==> config.mk <==
export PLATFORM = sky130hd
export DESIGN_NAME = hp_slot_ctrl
export DESIGN_NICKNAME = d
export VERILOG_FILES = /design/src/rtl/hp_pkg.sv /design/src/rtl/hp_slot_ctrl.sv /design/src/rtl/exp_link.sv
export VERILOG_INCLUDE_DIRS = /design/src /design/src/rtl
export SDC_FILE = /design/constraint.sdc
export NUM_CORES = 1
export LEC_CHECK = 0
export ABC_AREA = 0
export BUFFER_PORTS_ARGS = -buffer_cell sky130_fd_sc_hd__buf_2
export CORE_ASPECT_RATIO = 0.8
export CORE_MARGIN = 2
export CORE_UTILIZATION = 50
export DETAILED_ROUTE_END_ITERATION = 6
export GPL_TIMING_DRIVEN = 0
export PLACE_DENSITY = 0.73
export SYNTH_ARGS = -nofsm -noshare
export SYNTH_HDL_FRONTEND = slang
export SYNTH_HIERARCHICAL = 1
export SYNTH_SLANG_ARGS = --single-unit
==> constraint.sdc <==
create_clock -name CLK_I -period 2.04 [get_ports CLK_I]
set_clock_uncertainty 0.2 [all_clocks]
set_input_delay 0.408 -clock CLK_I [delete_from_list [all_inputs] [get_ports CLK_I]]
set_output_delay 0.408 -clock CLK_I [all_outputs]
set_load 0.05 [all_outputs]
==> src/rtl/hp_regs.svh <==
// Register offsets, field positions, reset values and timing for the slot controller
`ifndef HP_REGS_SVH
`define HP_REGS_SVH

// Byte offsets on the register bus
`define OFS_SLOT_CAP   8'h00
`define OFS_SLOT_CTL   8'h04
`define OFS_SLOT_STS   8'h08
`define OFS_HP_CFG     8'h0C
`define OFS_EXP_ADDR   8'h10
`define OFS_IRQ_MASK   8'h14
`define OFS_GPIO_CTL   8'h18

// Slot capabilities fields
`define CAP_ENABLE     0
`define CAP_LATCH      1

// Slot control fields
`define CTL_ATTN       0
`define CTL_PIND       1
`define CTL_PCC        2
`define CTL_ILOCK      3

// Slot status fields (bits 4:0 sticky)
`define STS_ABP        0
`define STS_PFD        1
`define STS_LSC        2
`define STS_PDC        3
`define STS_CC         4
`define STS_LSS        5
`define STS_PDS        6
`define STS_EIS        7
`define STS_PGD        8

// Hot-plug configuration fields
`define CFG_INV_LSB    0
`define CFG_INV_OUT    5
`define CFG_PSRC       9
`define CFG_TOGGLE     10
`define CFG_SUBST      11
`define CFG_AUTOOFF    12

// General purpose pin control fields
`define GPIO_ALT       0
`define GPIO_RST       1

// Reset values
`define CAP_RST        2'h0
`define CTL_RST        3'h4
`define CFG_RST        13'h0000
`define ADDR_RST       7'h20
`define MASK_RST       5'h00
`define GPIO_RST_VAL   2'h0

// Expander frame layout
`define EXP_DIR_MASK   8'h1F
`define FRAME_BITS     16

// Interlock pulse timing
`define CLK_KHZ        100000
`define ILOCK_MIN_MS   100
`define ILOCK_MAX_MS   150
`define ILOCK_CYC      (((`ILOCK_MIN_MS + `ILOCK_MAX_MS) / 2) * `CLK_KHZ)

`endif

==> src/rtl/hp_pkg.sv <==
// Types shared by the slot controller files
package hp_pkg;

  // Expander sequencing states, Gray along OFF-CFG-POLL-GAP
  typedef enum logic [1:0] {
    ST_OFF  = 2'b00,
    ST_CFG  = 2'b01,
    ST_POLL = 2'b11,
    ST_GAP  = 2'b10
  } seq_state_t;

  // Expander input sample: button, presence, fault, latch, power good
  typedef logic [4:0] in_vec_t;

endpackage

==> src/rtl/hp_slot_ctrl.sv <==
// Downstream slot hot-plug controller with Wishbone registers and expander link
//
// Summary of operation
// RULE1 - Controller runs only while capability enable set
// RULE2 - Enable rise or address write configures expander
// RULE3 - First sample after init sets no change flags
// RULE4 - Presence from expander or link, per select
// RULE5 - Read five inputs, drive four outputs via expander
// RULE6 - Slot reset only on general purpose pin
// RULE7 - Per-signal polarity invert, common to all ports
// RULE8 - Pulse mode holds interlock 100 to 150 ms
// RULE9 - Toggle mode inverts interlock per write
// RULE10 - Substitution: latch gives interlock status, latch closed
// RULE11 - Otherwise interlock status reads interlock output
// RULE12 - Auto power off when latch opens
// RULE13 - External logic holds fault until power toggled
// RULE14 - Configuration load never sets command completed
// RULE15 - Hot reset retrains link without presence change
// RULE16 - Inversion applied before compare and before drive
`timescale 1ns/1ps
`include "hp_regs.svh"
module hp_slot_ctrl #(
  parameter int unsigned ILOCK_PULSE_CYC = `ILOCK_CYC
) (
  // Clock and reset
  input  wire logic        CLK_I,
  input  wire logic        RST_I,
  // Wishbone slave
  input  wire logic [7:0]  ADR_I,
  input  wire logic [31:0] DAT_I,
  input  wire logic [3:0]  SEL_I,
  input  wire logic        WE_I,
  input  wire logic        CYC_I,
  input  wire logic        STB_I,
  output logic [31:0]      DAT_O,
  output logic             ACK_O,
  // Expander link
  input  wire logic        EXP_SCK_I,
  input  wire logic        EXP_MISO_I,
  output logic             EXP_SEL_O,
  output logic             EXP_MOSI_O,
  // Link and slot
  input  wire logic        LINK_UP_I,
  input  wire logic        HOT_RST_I,
  output logic             LINK_HOT_RST_O,
  output logic             SLOT_RST_N_O,
  output logic             IRQ_O
);

  localparam int CW = $clog2(ILOCK_PULSE_CYC + 1);

  // Refuse a pulse length the counter cannot serve
  if (ILOCK_PULSE_CYC < 1) begin : g_chk
    $error("ILOCK_PULSE_CYC must be at least one");
  end

  ////////////////////////////////////////////////////////////////////////////
  // Pin synchronisers

  logic link_m, link_s, link_p;
  logic hrst_m, hrst_s, hrst_p;

  // Second and third stages feed edge logic
  always_ff @(posedge CLK_I) begin
    if (RST_I) begin
      {link_p, link_s, link_m} <= 3'h0;
      {hrst_p, hrst_s, hrst_m} <= 3'h0;
    end else begin
      {link_p, link_s, link_m} <= {link_s, link_m, LINK_UP_I};
      {hrst_p, hrst_s, hrst_m} <= {hrst_s, hrst_m, HOT_RST_I};
    end
  end

  ////////////////////////////////////////////////////////////////////////////
  // Register bus

  logic        acc, wr, rd;
  logic [31:0] wmask;
  logic [1:0]  cap_q;
  logic [2:0]  ctl_q;
  logic [12:0] cfg_q;
  logic [6:0]  addr_q;
  logic [4:0]  mask_q;
  logic [1:0]  gpio_q;
  logic [31:0] rd_data;
  logic [8:0]  sts_view;
  logic [4:0]  sts_q, sts_set;
  logic        ctl_wr, addr_wr, ilock_wr, sts_rd;

  assign acc      = CYC_I & STB_I & ~ACK_O;
  assign wr       = acc & WE_I;
  assign rd       = acc & ~WE_I;
  assign wmask    = {{8{SEL_I[3]}}, {8{SEL_I[2]}}, {8{SEL_I[1]}}, {8{SEL_I[0]}}};
  assign ctl_wr   = wr & (ADR_I == `OFS_SLOT_CTL);
  assign addr_wr  = wr & (ADR_I == `OFS_EXP_ADDR) & SEL_I[0];
  assign ilock_wr = ctl_wr & SEL_I[0] & DAT_I[`CTL_ILOCK];
  assign sts_rd   = rd & (ADR_I == `OFS_SLOT_STS);

  // Byte-lane merge of write data into a stored value
  function automatic logic [31:0] merge(input logic [31:0] old);
    merge = (old & ~wmask) | (DAT_I & wmask);
  endfunction

  // Writable registers; capability writes model the configuration load
  always_ff @(posedge CLK_I) begin
    if (RST_I) begin
      cap_q  <= `CAP_RST;
      ctl_q  <= `CTL_RST;
      cfg_q  <= `CFG_RST;
      addr_q <= `ADDR_RST;
      mask_q <= `MASK_RST;
      gpio_q <= `GPIO_RST_VAL;
    end else if (wr) begin
      case (ADR_I)
        `OFS_SLOT_CAP: cap_q  <= 2'(merge(32'(cap_q)));
        `OFS_SLOT_CTL: ctl_q  <= 3'(merge(32'(ctl_q)));
        `OFS_HP_CFG:   cfg_q  <= 13'(merge(32'(cfg_q)));
        `OFS_EXP_ADDR: addr_q <= 7'(merge(32'(addr_q)));
        `OFS_IRQ_MASK: mask_q <= 5'(merge(32'(mask_q)));
        `OFS_GPIO_CTL: gpio_q <= 2'(merge(32'(gpio_q)));
        default:       ;
      endcase
    end
  end

  // Read mux; unmapped offsets read zero
  always_comb begin
    case (ADR_I)
      `OFS_SLOT_CAP: rd_data = 32'(cap_q);
      `OFS_SLOT_CTL: rd_data = 32'(ctl_q);
      `OFS_SLOT_STS: rd_data = 32'(sts_view);
      `OFS_HP_CFG:   rd_data = 32'(cfg_q);
      `OFS_EXP_ADDR: rd_data = 32'(addr_q);
      `OFS_IRQ_MASK: rd_data = 32'(mask_q);
      `OFS_GPIO_CTL: rd_data = 32'(gpio_q);
      default:       rd_data = 32'h00000000;
    endcase
  end

  // One registered answer per request, a cycle after it; ack drops the cycle after
  always_ff @(posedge CLK_I) begin
    if (RST_I) begin
      ACK_O <= 1'b0;
      DAT_O <= 32'h00000000;
    end else begin
      ACK_O <= acc;
      if (rd) begin
        DAT_O <= rd_data;
      end
    end
  end

  ////////////////////////////////////////////////////////////////////////////
  // Expander sequencing

  hp_pkg::seq_state_t state_q;
  logic               en_p_q, init_pend_q, first_q, start_q;
  logic               frame_done;
  logic [7:0]         rx;
  logic [3:0]         out_lvl;
  logic [7:0]         tx;
  logic               pwr_en_q, ilock_q;
  hp_pkg::in_vec_t    smp, in_q;
  logic               poll_done;

  // Inputs are inverted before anything compares them [RULE16] [RULE7]
  assign smp       = rx[4:0] ^ cfg_q[`CFG_INV_LSB +: 5];
  // Outputs are inverted on their way to the expander [RULE16] [RULE7]
  assign out_lvl   = {ilock_q, pwr_en_q, ctl_q[`CTL_PIND], ctl_q[`CTL_ATTN]}
                     ^ cfg_q[`CFG_INV_OUT +: 4];
  // Configuration frame sets pin directions; poll frames carry outputs [RULE5]
  assign tx        = (state_q == hp_pkg::ST_CFG) ? `EXP_DIR_MASK : {4'h0, out_lvl};
  assign poll_done = frame_done & (state_q == hp_pkg::ST_POLL);

  // Enable edge and address write request a fresh initialisation
  always_ff @(posedge CLK_I) begin
    if (RST_I) begin
      en_p_q      <= 1'b0;
      init_pend_q <= 1'b0;
    end else begin
      en_p_q <= cap_q[`CAP_ENABLE];
      if ((cap_q[`CAP_ENABLE] & ~en_p_q) | (addr_wr & cap_q[`CAP_ENABLE])) begin
        init_pend_q <= 1'b1; // [RULE2]
      end else if (state_q != hp_pkg::ST_CFG && start_q) begin
        init_pend_q <= init_pend_q;
      end else if (state_q == hp_pkg::ST_CFG) begin
        init_pend_q <= 1'b0;
      end
    end
  end

  // Sequencer; a pending init waits for the frame in flight to end
  always_ff @(posedge CLK_I) begin
    if (RST_I) begin
      state_q <= hp_pkg::ST_OFF;
      start_q <= 1'b0;
      first_q <= 1'b0;
    end else if (!cap_q[`CAP_ENABLE]) begin
      state_q <= hp_pkg::ST_OFF; // [RULE1]
      start_q <= 1'b0;
    end else begin
      start_q <= 1'b0;
      case (state_q)
        hp_pkg::ST_OFF, hp_pkg::ST_GAP: begin
          if (init_pend_q) begin
            state_q <= hp_pkg::ST_CFG; // [RULE2]
            first_q <= 1'b1; // [RULE3]
            start_q <= 1'b1;
          end else if (state_q == hp_pkg::ST_GAP) begin
            state_q <= hp_pkg::ST_POLL;
            start_q <= 1'b1;
          end
        end
        hp_pkg::ST_CFG: begin
          if (frame_done) begin
            state_q <= hp_pkg::ST_GAP;
          end
        end
        hp_pkg::ST_POLL: begin
          if (frame_done) begin
            state_q <= hp_pkg::ST_GAP;
            first_q <= 1'b0;
          end
        end
        default: state_q <= hp_pkg::ST_OFF;
      endcase
    end
  end

  // Frame engine on the sampled link clock
  exp_link u_link (
    .clk_i  (CLK_I),
    .rst_i  (RST_I),
    .start_i(start_q),
    .cfg_i  (state_q == hp_pkg::ST_CFG),
    .addr_i (addr_q),
    .tx_i   (tx),
    .done_o (frame_done),
    .rx_o   (rx),
    .sck_i  (EXP_SCK_I),
    .miso_i (EXP_MISO_I),
    .sel_o  (EXP_SEL_O),
    .mosi_o (EXP_MOSI_O)
  );

  ////////////////////////////////////////////////////////////////////////////
  // Slot state and outputs

  logic [CW-1:0] ilock_cnt_q;
  logic          cmd_pend_q, hr_sup_q;
  logic          latch_open, subst, pres_now;

  assign subst      = cfg_q[`CFG_SUBST];
  assign latch_open = in_q[3];
  assign pres_now   = cfg_q[`CFG_PSRC] ? link_s : in_q[1]; // [RULE4]

  // Latest samples; fault is not held here, the slot side holds it [RULE13]
  always_ff @(posedge CLK_I) begin
    if (RST_I) begin
      in_q <= 5'h00;
    end else if (poll_done) begin
      in_q <= smp;
    end
  end

  // Latch opening overrides the power controller bit [RULE12]
  always_ff @(posedge CLK_I) begin
    if (RST_I) begin
      pwr_en_q <= 1'b0;
    end else begin
      pwr_en_q <= ~ctl_q[`CTL_PCC] &
                  ~(cfg_q[`CFG_AUTOOFF] & cap_q[`CAP_LATCH] & latch_open);
    end
  end

  // Interlock: timed pulse, or level flip in toggle mode
  always_ff @(posedge CLK_I) begin
    if (RST_I) begin
      ilock_q     <= 1'b0;
      ilock_cnt_q <= '0;
    end else if (ilock_wr && cfg_q[`CFG_TOGGLE]) begin
      ilock_q     <= ~ilock_q; // [RULE9]
      ilock_cnt_q <= '0;
    end else if (ilock_wr) begin
      ilock_q     <= 1'b1; // [RULE8]
      ilock_cnt_q <= CW'(ILOCK_PULSE_CYC);
    end else if (ilock_cnt_q != '0) begin
      ilock_cnt_q <= ilock_cnt_q - 1'b1;
      if (ilock_cnt_q == CW'(1)) begin
        ilock_q <= 1'b0; // [RULE8]
      end
    end
  end

  // Hot reset drives the link and masks in-band presence until it retrains
  always_ff @(posedge CLK_I) begin
    if (RST_I) begin
      hr_sup_q       <= 1'b0;
      LINK_HOT_RST_O <= 1'b0;
    end else begin
      LINK_HOT_RST_O <= hrst_s; // [RULE15]
      if (hrst_s & ~hrst_p) begin
        hr_sup_q <= 1'b1; // [RULE15]
      end else if (!hrst_s && link_s && !link_p) begin
        hr_sup_q <= 1'b0;
      end
    end
  end

  // Only software control writes await completion, never loads [RULE14]
  always_ff @(posedge CLK_I) begin
    if (RST_I) begin
      cmd_pend_q <= 1'b0;
    end else if (ctl_wr) begin
      cmd_pend_q <= 1'b1;
    end else if (poll_done) begin
      cmd_pend_q <= 1'b0;
    end
  end

  // Events; the initial sample compares nothing [RULE3]
  always_comb begin
    sts_set = 5'h00;
    if (poll_done && !first_q) begin
      sts_set[`STS_ABP] = smp[0] & ~in_q[0];
      sts_set[`STS_PFD] = smp[2] & ~in_q[2];
      sts_set[`STS_LSC] = (smp[3] ^ in_q[3]) & ~subst;
      sts_set[`STS_PDC] = (smp[1] ^ in_q[1]) & ~cfg_q[`CFG_PSRC]; // [RULE4]
    end
    if (cfg_q[`CFG_PSRC] && (link_s ^ link_p) && !hr_sup_q && !first_q) begin
      sts_set[`STS_PDC] = 1'b1; // [RULE15]
    end
    sts_set[`STS_CC] = poll_done & cmd_pend_q; // [RULE14]
  end

  // Sticky status; a read clears, a same-cycle event still lands
  always_ff @(posedge CLK_I) begin
    if (RST_I) begin
      sts_q <= 5'h00;
    end else begin
      sts_q <= (sts_q & ~{5{sts_rd}}) | sts_set;
    end
  end

  // Live view: substitution reports the latch as interlock state [RULE10] [RULE11]
  assign sts_view = {in_q[4], subst ? in_q[3] : ilock_q, pres_now,
                     subst ? 1'b0 : in_q[3], sts_q};

  // Level interrupt, GPIO reset pin, kept off the expander [RULE6]
  always_ff @(posedge CLK_I) begin
    if (RST_I) begin
      IRQ_O        <= 1'b0;
      SLOT_RST_N_O <= 1'b1;
    end else begin
      IRQ_O        <= |(sts_q & mask_q);
      SLOT_RST_N_O <= ~(gpio_q[`GPIO_ALT] & gpio_q[`GPIO_RST]);
    end
  end

  logic [CW-1:0] hi_cnt_q;

  // Length of the current interlock high phase
  always_ff @(posedge CLK_I) begin
    if (RST_I || !ilock_q) begin
      hi_cnt_q <= '0;
    end else begin
      hi_cnt_q <= hi_cnt_q + 1'b1;
    end
  end
endmodule

==> src/rtl/exp_link.sv <==
// Serial frame engine toward the slot I/O expander, timed by the sampled link clock
`timescale 1ns/1ps
`include "hp_regs.svh"
module exp_link (
  // Clock and reset
  input  wire logic       clk_i,
  input  wire logic       rst_i,
  // Frame request
  input  wire logic       start_i,
  input  wire logic       cfg_i,
  input  wire logic [6:0] addr_i,
  input  wire logic [7:0] tx_i,
  // Frame result
  output logic            done_o,
  output logic [7:0]      rx_o,
  // Expander pins
  input  wire logic       sck_i,
  input  wire logic       miso_i,
  output logic            sel_o,
  output logic            mosi_o
);

  logic        sck_m, sck_s, sck_p;
  logic        miso_m, miso_s;
  logic        busy_q;
  logic [15:0] sh_q;
  logic [4:0]  cnt_q;
  logic        sck_rise, sck_fall;

  // Two flops on each pin, a third on the clock; the edge detector compares the second and third stages
  always_ff @(posedge clk_i) begin
    if (rst_i) begin
      {sck_p, sck_s, sck_m} <= 3'h0;
      {miso_s, miso_m}      <= 2'h0;
    end else begin
      {sck_p, sck_s, sck_m} <= {sck_s, sck_m, sck_i};
      {miso_s, miso_m}      <= {miso_m, miso_i};
    end
  end

  assign sck_rise = sck_s & ~sck_p;
  assign sck_fall = ~sck_s & sck_p;

  // Shift out on falling link edges, sample on rising ones
  always_ff @(posedge clk_i) begin
    if (rst_i) begin
      busy_q <= 1'b0;
      sel_o  <= 1'b0;
      mosi_o <= 1'b0;
      sh_q   <= 16'h0000;
      cnt_q  <= 5'h00;
      rx_o   <= 8'h00;
      done_o <= 1'b0;
    end else begin
      done_o <= 1'b0;
      if (!busy_q && start_i) begin
        busy_q <= 1'b1;
        sel_o  <= 1'b1;
        sh_q   <= {addr_i, cfg_i, tx_i};
        mosi_o <= addr_i[6];
        cnt_q  <= 5'h00;
      end else if (busy_q) begin
        if (sck_rise) begin
          rx_o  <= {rx_o[6:0], miso_s};
          cnt_q <= cnt_q + 5'h01;
        end else if (sck_fall) begin
          if (cnt_q == 5'(`FRAME_BITS)) begin
            busy_q <= 1'b0;
            sel_o  <= 1'b0;
            done_o <= 1'b1;
          end else if (cnt_q != 5'h00) begin
            sh_q   <= {sh_q[14:0], 1'b0};
            mosi_o <= sh_q[14];
          end
        end
      end
    end
  end

endmodule

==> results of run 1 <==
routing by layer:
metal  GRT usage, %  up-vias
li1               -     2640
met1           31.5     2649
met2           41.6      209
met3           6.66       40
met4           11.8        0
met5              0        -
worst min-delay path, stage by stage:
cell     delay (ps)
buf_2            70
mux2i_1          50
nor2_1           70
area by class of cell:
| cell class | count | share of cell area, % |
|---|---|---|
| Multi-Input combinational cell | 492 | 43.0 |
| Clock inverter | 8 | 1.35 |
| Inverter | 13 | 0.648 |
| Tap cell | 148 | 2.46 |
| Sequential cell | 132 | 35.4 |
| Clock buffer | 23 | 6.35 |
| Timing Repair Buffer | 80 | 6.61 |
| Buffer | 55 | 4.27 |
stage by stage:
step / hold WS, ps / setup TNS, ps / setup slack, ps
after floorplan: 181 / -132 / -86.8
after global placement: 211 / -19670 / -460
after detailed placement: 219 / -21680 / -543
after CTS: 17.3 / -344 / -89.7
after global routing: 21.0 / -2530 / -238
final: 24.0 / -1250 / -177
layout by cell type (no fill, tap or decap), types with 5 or more instances in the layout:
cell type  count
dfxtp_1      122
nand2_1       73
a21oi_1       59
buf_2         58
nor2_1        51
buf_4         42
mux2i_1       26
clkbuf_1      22
conb_1        22
nand3_1       20
xnor2_1       17
clkbuf_16     17
nor3_1        15
inv_1         13
nor2b_1       13
a32oi_1       13
o211ai_1      13
o21ai_0       12
nand4_1       10
a31oi_1        9
a211oi_1       8
dfxtp_2        7
a311oi_1       7
and3_1         7
or3_1          7
buf_6          7
xor2_1         7
nand2b_1       6
nor4_4         5
a22oi_1        5
o22ai_1        5
what timing repair did:
item	CTS	global route
pin swaps	16	29
endpoints found under the hold margin	3	0
gates cloned	1	0
hold buffers	3	0
gates resized for setup	30	35
setup buffers	17	11
setup endpoints to repair	46	62
where the power goes:
| group | switching [mW] | internal [mW] | leakage, nW | total [mW] |
|---|---|---|---|---|
| clock | 1.13 | 1.89 | 0.275 | 3.02 |
| sequential | 0.267 | 2.83 | 1.07 | 3.09 |
| combinational | 2.16 | 1.98 | 1.59 | 4.14 |
path summary, 6_finish.rpt:
kind         depth (start not counted)  slack (ps)              end
min reg2reg                          1         230     SLOT_RST_N_O
max                                  6        -180  ilock_cnt_q[21]
max reg2reg                          6        -180  ilock_cnt_q[21]
min                                  3          20             flop
==> reports/metrics.cfg, run 1 <==
[outcome]
status = finished with violations
violations = negative setup slack

[sta]
setup_viol = 14
post-route-period-util_pct = 109
rsz0062_at_grt = yes
min_period_ps = 2220
fmax_mhz = 451
final.setup.worst_slack_ps = -177
finalMaxSlewViolations = 0
slew_headroom_pct = 54.4
tightestPinTransition_ps = 684
hold_viol = 0

[critical_path]
crit_chain = nor2_1, nand4_1, a31o_4, buf_6, or3_4, a31oi_4
r2r_start = ilock_cnt_q[6]
critPathRequiredTime_ps = 2180
slowest_stage = nor2_1
cp_num_buf_inv = 1
arrival_ps = 2360
crit_start = ilock_cnt_q[6]
crit_type = reg -> reg
critPathMaxFanout = 7
crit_path_end_kind = flop
critPathMaxStageDelay_ps = 420
worstSetupStartpointType = flop
crit_family = simple AND/OR/NAND/NOR gates

[layout]
drive_gt1_share_pct = 24.7
design_area_um2 = 7530
syn2layout_area_growth_pct = 26.9
num_antenna_cells = 0
multi_input_area_um2 = 3240
fin_util_pct = 65.1
fillers = 931
nNetsFinal = 848
seq_area_um2 = 2660
instances_no_fill = 951

[clocking]
cts_tree = done
cts_buffer_depth = 2
root_buffer = clkbuf_16
h-tree-depth = 4
cts_sinks = 132
clk_latency_ps = 420
cts_buffers = 17
clk_pin_slew_ps = 60

[die]
fp.dieW_um = 126
dieArea_um2 = 12800
initial_utilization_pct = 51.3
core_um2 = 11600
rows = 35
die_h_um = 101
ios = 91

[drt]
drt_iter0_drc = 423
wl_met3_um = 1140
drc = 0
vias = 5538
wl_met2_um = 8120
drt-total-wl_um = 16700
routed.top_layer = met4
wire_per_inst_um = 17.6
drt-met1-wl_um = 7080
dr.pass1.iters = 5
ant_nets = 0
via_per_inst = 5.82

[global_routing]
grt_max_degree = 17
antenna_found_initial = 0
grt_pass1_vias = 5184
grtUsageTotal_pct = 25.3
grt_pass1_wl_um = 25400
grt-ovfl-total = 0

[place]
placed_cell_area_um2 = 6470
io_buffer_count = 50
routabilityCongestion = 0.936
hpwlAfterDp_um = 11200
place_inst = 894

[yosys]
synth_area_um2 = 5940
syn_area_per_cell_um2 = 8.79
yosysWarningCount = 6
syn_inst = 675

[power_and_ir_drop]
power.leakage_nw = 2.94
power.density_nw_per_um2 = 1360
power.total_mw = 10.3
peakVddDrop_uv = 2370

[worst_hold_path]
min_from = DAT_I[10]
hp-class = in -> reg

[flow_run]
drv_cap = 0

(Power assumes the default switching activity.)
==> run 2: changes to the inputs <==
SYNTH_HIERARCHICAL = unset   (was 1)
==> reports/metrics.cfg, run 2 <==
[layout]
nNetsFinal = 839  ; -1.1%
syn2layout_area_growth_pct = 26.9  ; about the same
instances_no_fill = 942  ; -0.95%
num_antenna_cells = 0  ; unchanged
fin_util_pct = 65.2  ; +0.11 points
final_cell_mix = dfxtp_1 (125), nand2_1 (76), a21oi_1 (61), nor2_1 (61), buf_2 (53)
drive_gt1_share_pct = 24.7  ; +0.028 points
final_common_cell = dfxtp_1

[yosys]
synth_ff_type = dfxtp_1
yosysSeqAreaShare_pct = 44.6
synth_compound_area_share_pct = 15.0
synth_top_family_by_area = simple AND/OR/NAND/NOR gates
synth_area_um2 = 5920  ; -0.27%
yosysWarningCount = 0  ; -6
synth_fa_ha_area_share_pct = 1.06
ys_ff_latch = 132
synthSimpleGateAreaFrac_pct = 22.9
synth_xor_area_share_pct = 5.03
synth_common_cells = dfxtp_1 (132), nand2_1 (77), nor2_1 (63)
synth_edf_count = 0
synth_top_area_cell = dfxtp_1
syn_inst = 674  ; -0.15%
syn_area_per_cell_um2 = 8.78  ; -0.13%
yosysTopAreaCellShare_pct = 44.6
synth.distinct_cells = 67
async_reset_ff_share_pct = 0
synthTopCellsByArea = dfxtp_1 (45%), a21oi_1 (5.2%), mux2i_1 (5.1%)
muxShareOfSynthArea_pct = 5.45
yosysMostFrequentCell = dfxtp_1

[critical_path]
critPathMaxFanout = 6  ; -1
crit_type = reg -> reg
arrival_ps = 2350  ; about the same
worstReg2RegEnd = ilock_cnt_q[5]
r2r_cells = 5  ; -1
r2r_start = ilock_cnt_q[7]
critPathRequiredTime_ps = 2140  ; -40 ps
worstSetupStartpointType = flop
crit_path_end_kind = flop
reg2reg_slack_ps = -210  ; -30 ps

[die]
fp.dieW_um = 126  ; -0.13%
ios = 91  ; unchanged
initial_utilization_pct = 51.4  ; +0.054 points
rows = 35  ; unchanged
core_um2 = 11500  ; -0.38%
die_h_um = 101  ; -0.13%
dieArea_um2 = 12700  ; -0.26%

[drt]
drt_iter0_drc = 450  ; +6.4%
via_per_inst = 5.68  ; -2.4%
ant_nets = 0  ; unchanged
dr.pass1.iters = 5  ; unchanged
wire_per_inst_um = 17.8  ; +1.1%
drc = 0  ; unchanged
drt-total-wl_um = 16800  ; +0.13%
vias = 5354  ; -3.3%

[place]
routabilityCongestion = 0.968  ; +3.5%
hpwlAfterDp_um = 11000  ; -1.7%
place_inst = 888  ; -0.67%
io_buffer_count = 48  ; -4.0%

[power_and_ir_drop]
power.leakage_nw = 2.95  ; +0.33%
power.total_mw = 9.84  ; -4.0%
power.density_nw_per_um2 = 1310  ; -3.8%
peakVddDrop_uv = 1500  ; -37%

[global_routing]
grtUsageTotal_pct = 25.5  ; +0.19 points
grt_max_degree = 17  ; unchanged
antenna_found_initial = 0  ; unchanged
grt_pass1_vias = 5058  ; -2.4%
grt-ovfl-total = 0  ; unchanged
grt_pass1_wl_um = 25400  ; +0.13%

[sta]
post-route-period-util_pct = 110  ; +1.7 points
rsz0062_at_grt = yes
final.setup.worst_slack_ps = -212  ; -34.8 ps
slew_headroom_pct = 44.1  ; -10 points
min_period_ps = 2250  ; +34.8 ps
fmax_mhz = 444  ; -1.5%
tightestPinTransition_ps = 838  ; +153 ps
hold_viol = 0  ; unchanged
setup_viol = 20  ; +6
finalMaxSlewViolations = 0  ; unchanged

[clocking]
clk_pin_slew_ps = 60  ; about the same
cts_sinks = 132  ; unchanged
cts_buffers = 17  ; unchanged
cts_tree = done
clk_latency_ps = 420  ; about the same
h-tree-depth = 4  ; unchanged
cts_buffer_depth = 2  ; unchanged
root_buffer = clkbuf_16

[flow_run]
drv_cap = 0  ; unchanged

[outcome]
status = finished with violations
violations = negative setup slack

[worst_hold_path]
min_from = EXP_SCK_I
min_to = u_link.sck_m
min_path_cells = 2  ; -1
hp-class = in -> reg

## run 2: worst max-delay path, stage by stage (launching register included)
cell and delay, ps:
dfxtp_2 320, or4_4 560, or4_4 610, o21ai_4 180
xor2_1 190, a21oi_1 90
## run 2: kinds of logic after synthesis
kind of cell	after synthesis
AO/OA/AOI/OAI	137
XOR/XNOR	34
adder cells (fa/ha/maj)	5
buffers and inverters	69
flip-flops	132
multiplexers	32
other	1
AND/OR/NAND/NOR	264
## run 2: area by class of cell
| type | count | area [um^2] |
|---|---|---|
| Timing Repair Buffer | 74 | 470 |
| Fill cell | 945 | 4000 |
| Multi-Input combinational cell | 491 | 3230 |
| Sequential cell | 132 | 2660 |
| Clock inverter | 12 | 155 |
| Tap cell | 148 | 185 |
| Clock buffer | 20 | 447 |
| Inverter | 9 | 38.8 |
| Buffer | 56 | 332 |
## run 2: metrics by stage
step           setup TNS (ps)  hold WS (ps)  area (um^2)  worst slack [ps]
6_report                -1700          1.85         7510              -212
3_5_place_dp           -28750           215         6430              -494
4_1_cts                 -1310          2.69         7240              -152
5_1_grt                 -3130          13.7         7510              -302
3_3_place_gp           -25960           211         6430              -486
2_1_floorplan            -334           193         6000             -75.3
## run 2: layer usage
layer | GRT usage (%) | vias up | routed length (um)
met3 | 4.86 | 45 | 1150
met4 | 11.3 | 0 | 499
met5 | 0 | - | 0
met2 | 42.2 | 210 | 7770
met1 | 32.8 | 2527 | 7340
li1 | - | 2572 | -
## run 2: worst max-delay path by stage
stage	startpoint	endpoint	slack, ps	cells past startpoint
2_1_floorplan	ilock_cnt_q[4]	ilock_cnt_q[5]	-80	6
3_3_place_gp	ADR_I[5]	DAT_O[2]	-490	6
3_5_place_dp	ADR_I[5]	DAT_O[2]	-490	7
4_1_cts	ilock_cnt_q[4]	ilock_cnt_q[6]	-150	6
5_1_grt	ilock_cnt_q[7]	ilock_cnt_q[5]	-300	5
6_report	ilock_cnt_q[7]	ilock_cnt_q[5]	-210	5
## run 2: what timing repair did
| item | in CTS | in global routing |
|---|---|---|
| gates resized for setup | 36 | 45 |
| cloned | 1 | 1 |
| endpoints found under the setup margin | 68 | 59 |
| buffers inserted | 8 | 15 |
| hold buffers | 1 | 0 |
| hold endpoints to repair | 1 | 0 |
| pin swaps | 16 | 31 |
## run 2: power breakdown
group / switching (mW) / leakage, nW / internal, mW
clock network: 1.18 / 0.290 / 1.96
registers: 0.312 / 1.07 / 2.82
logic: 1.87 / 1.59 / 1.69
total: 3.36 / 2.95 / 6.48
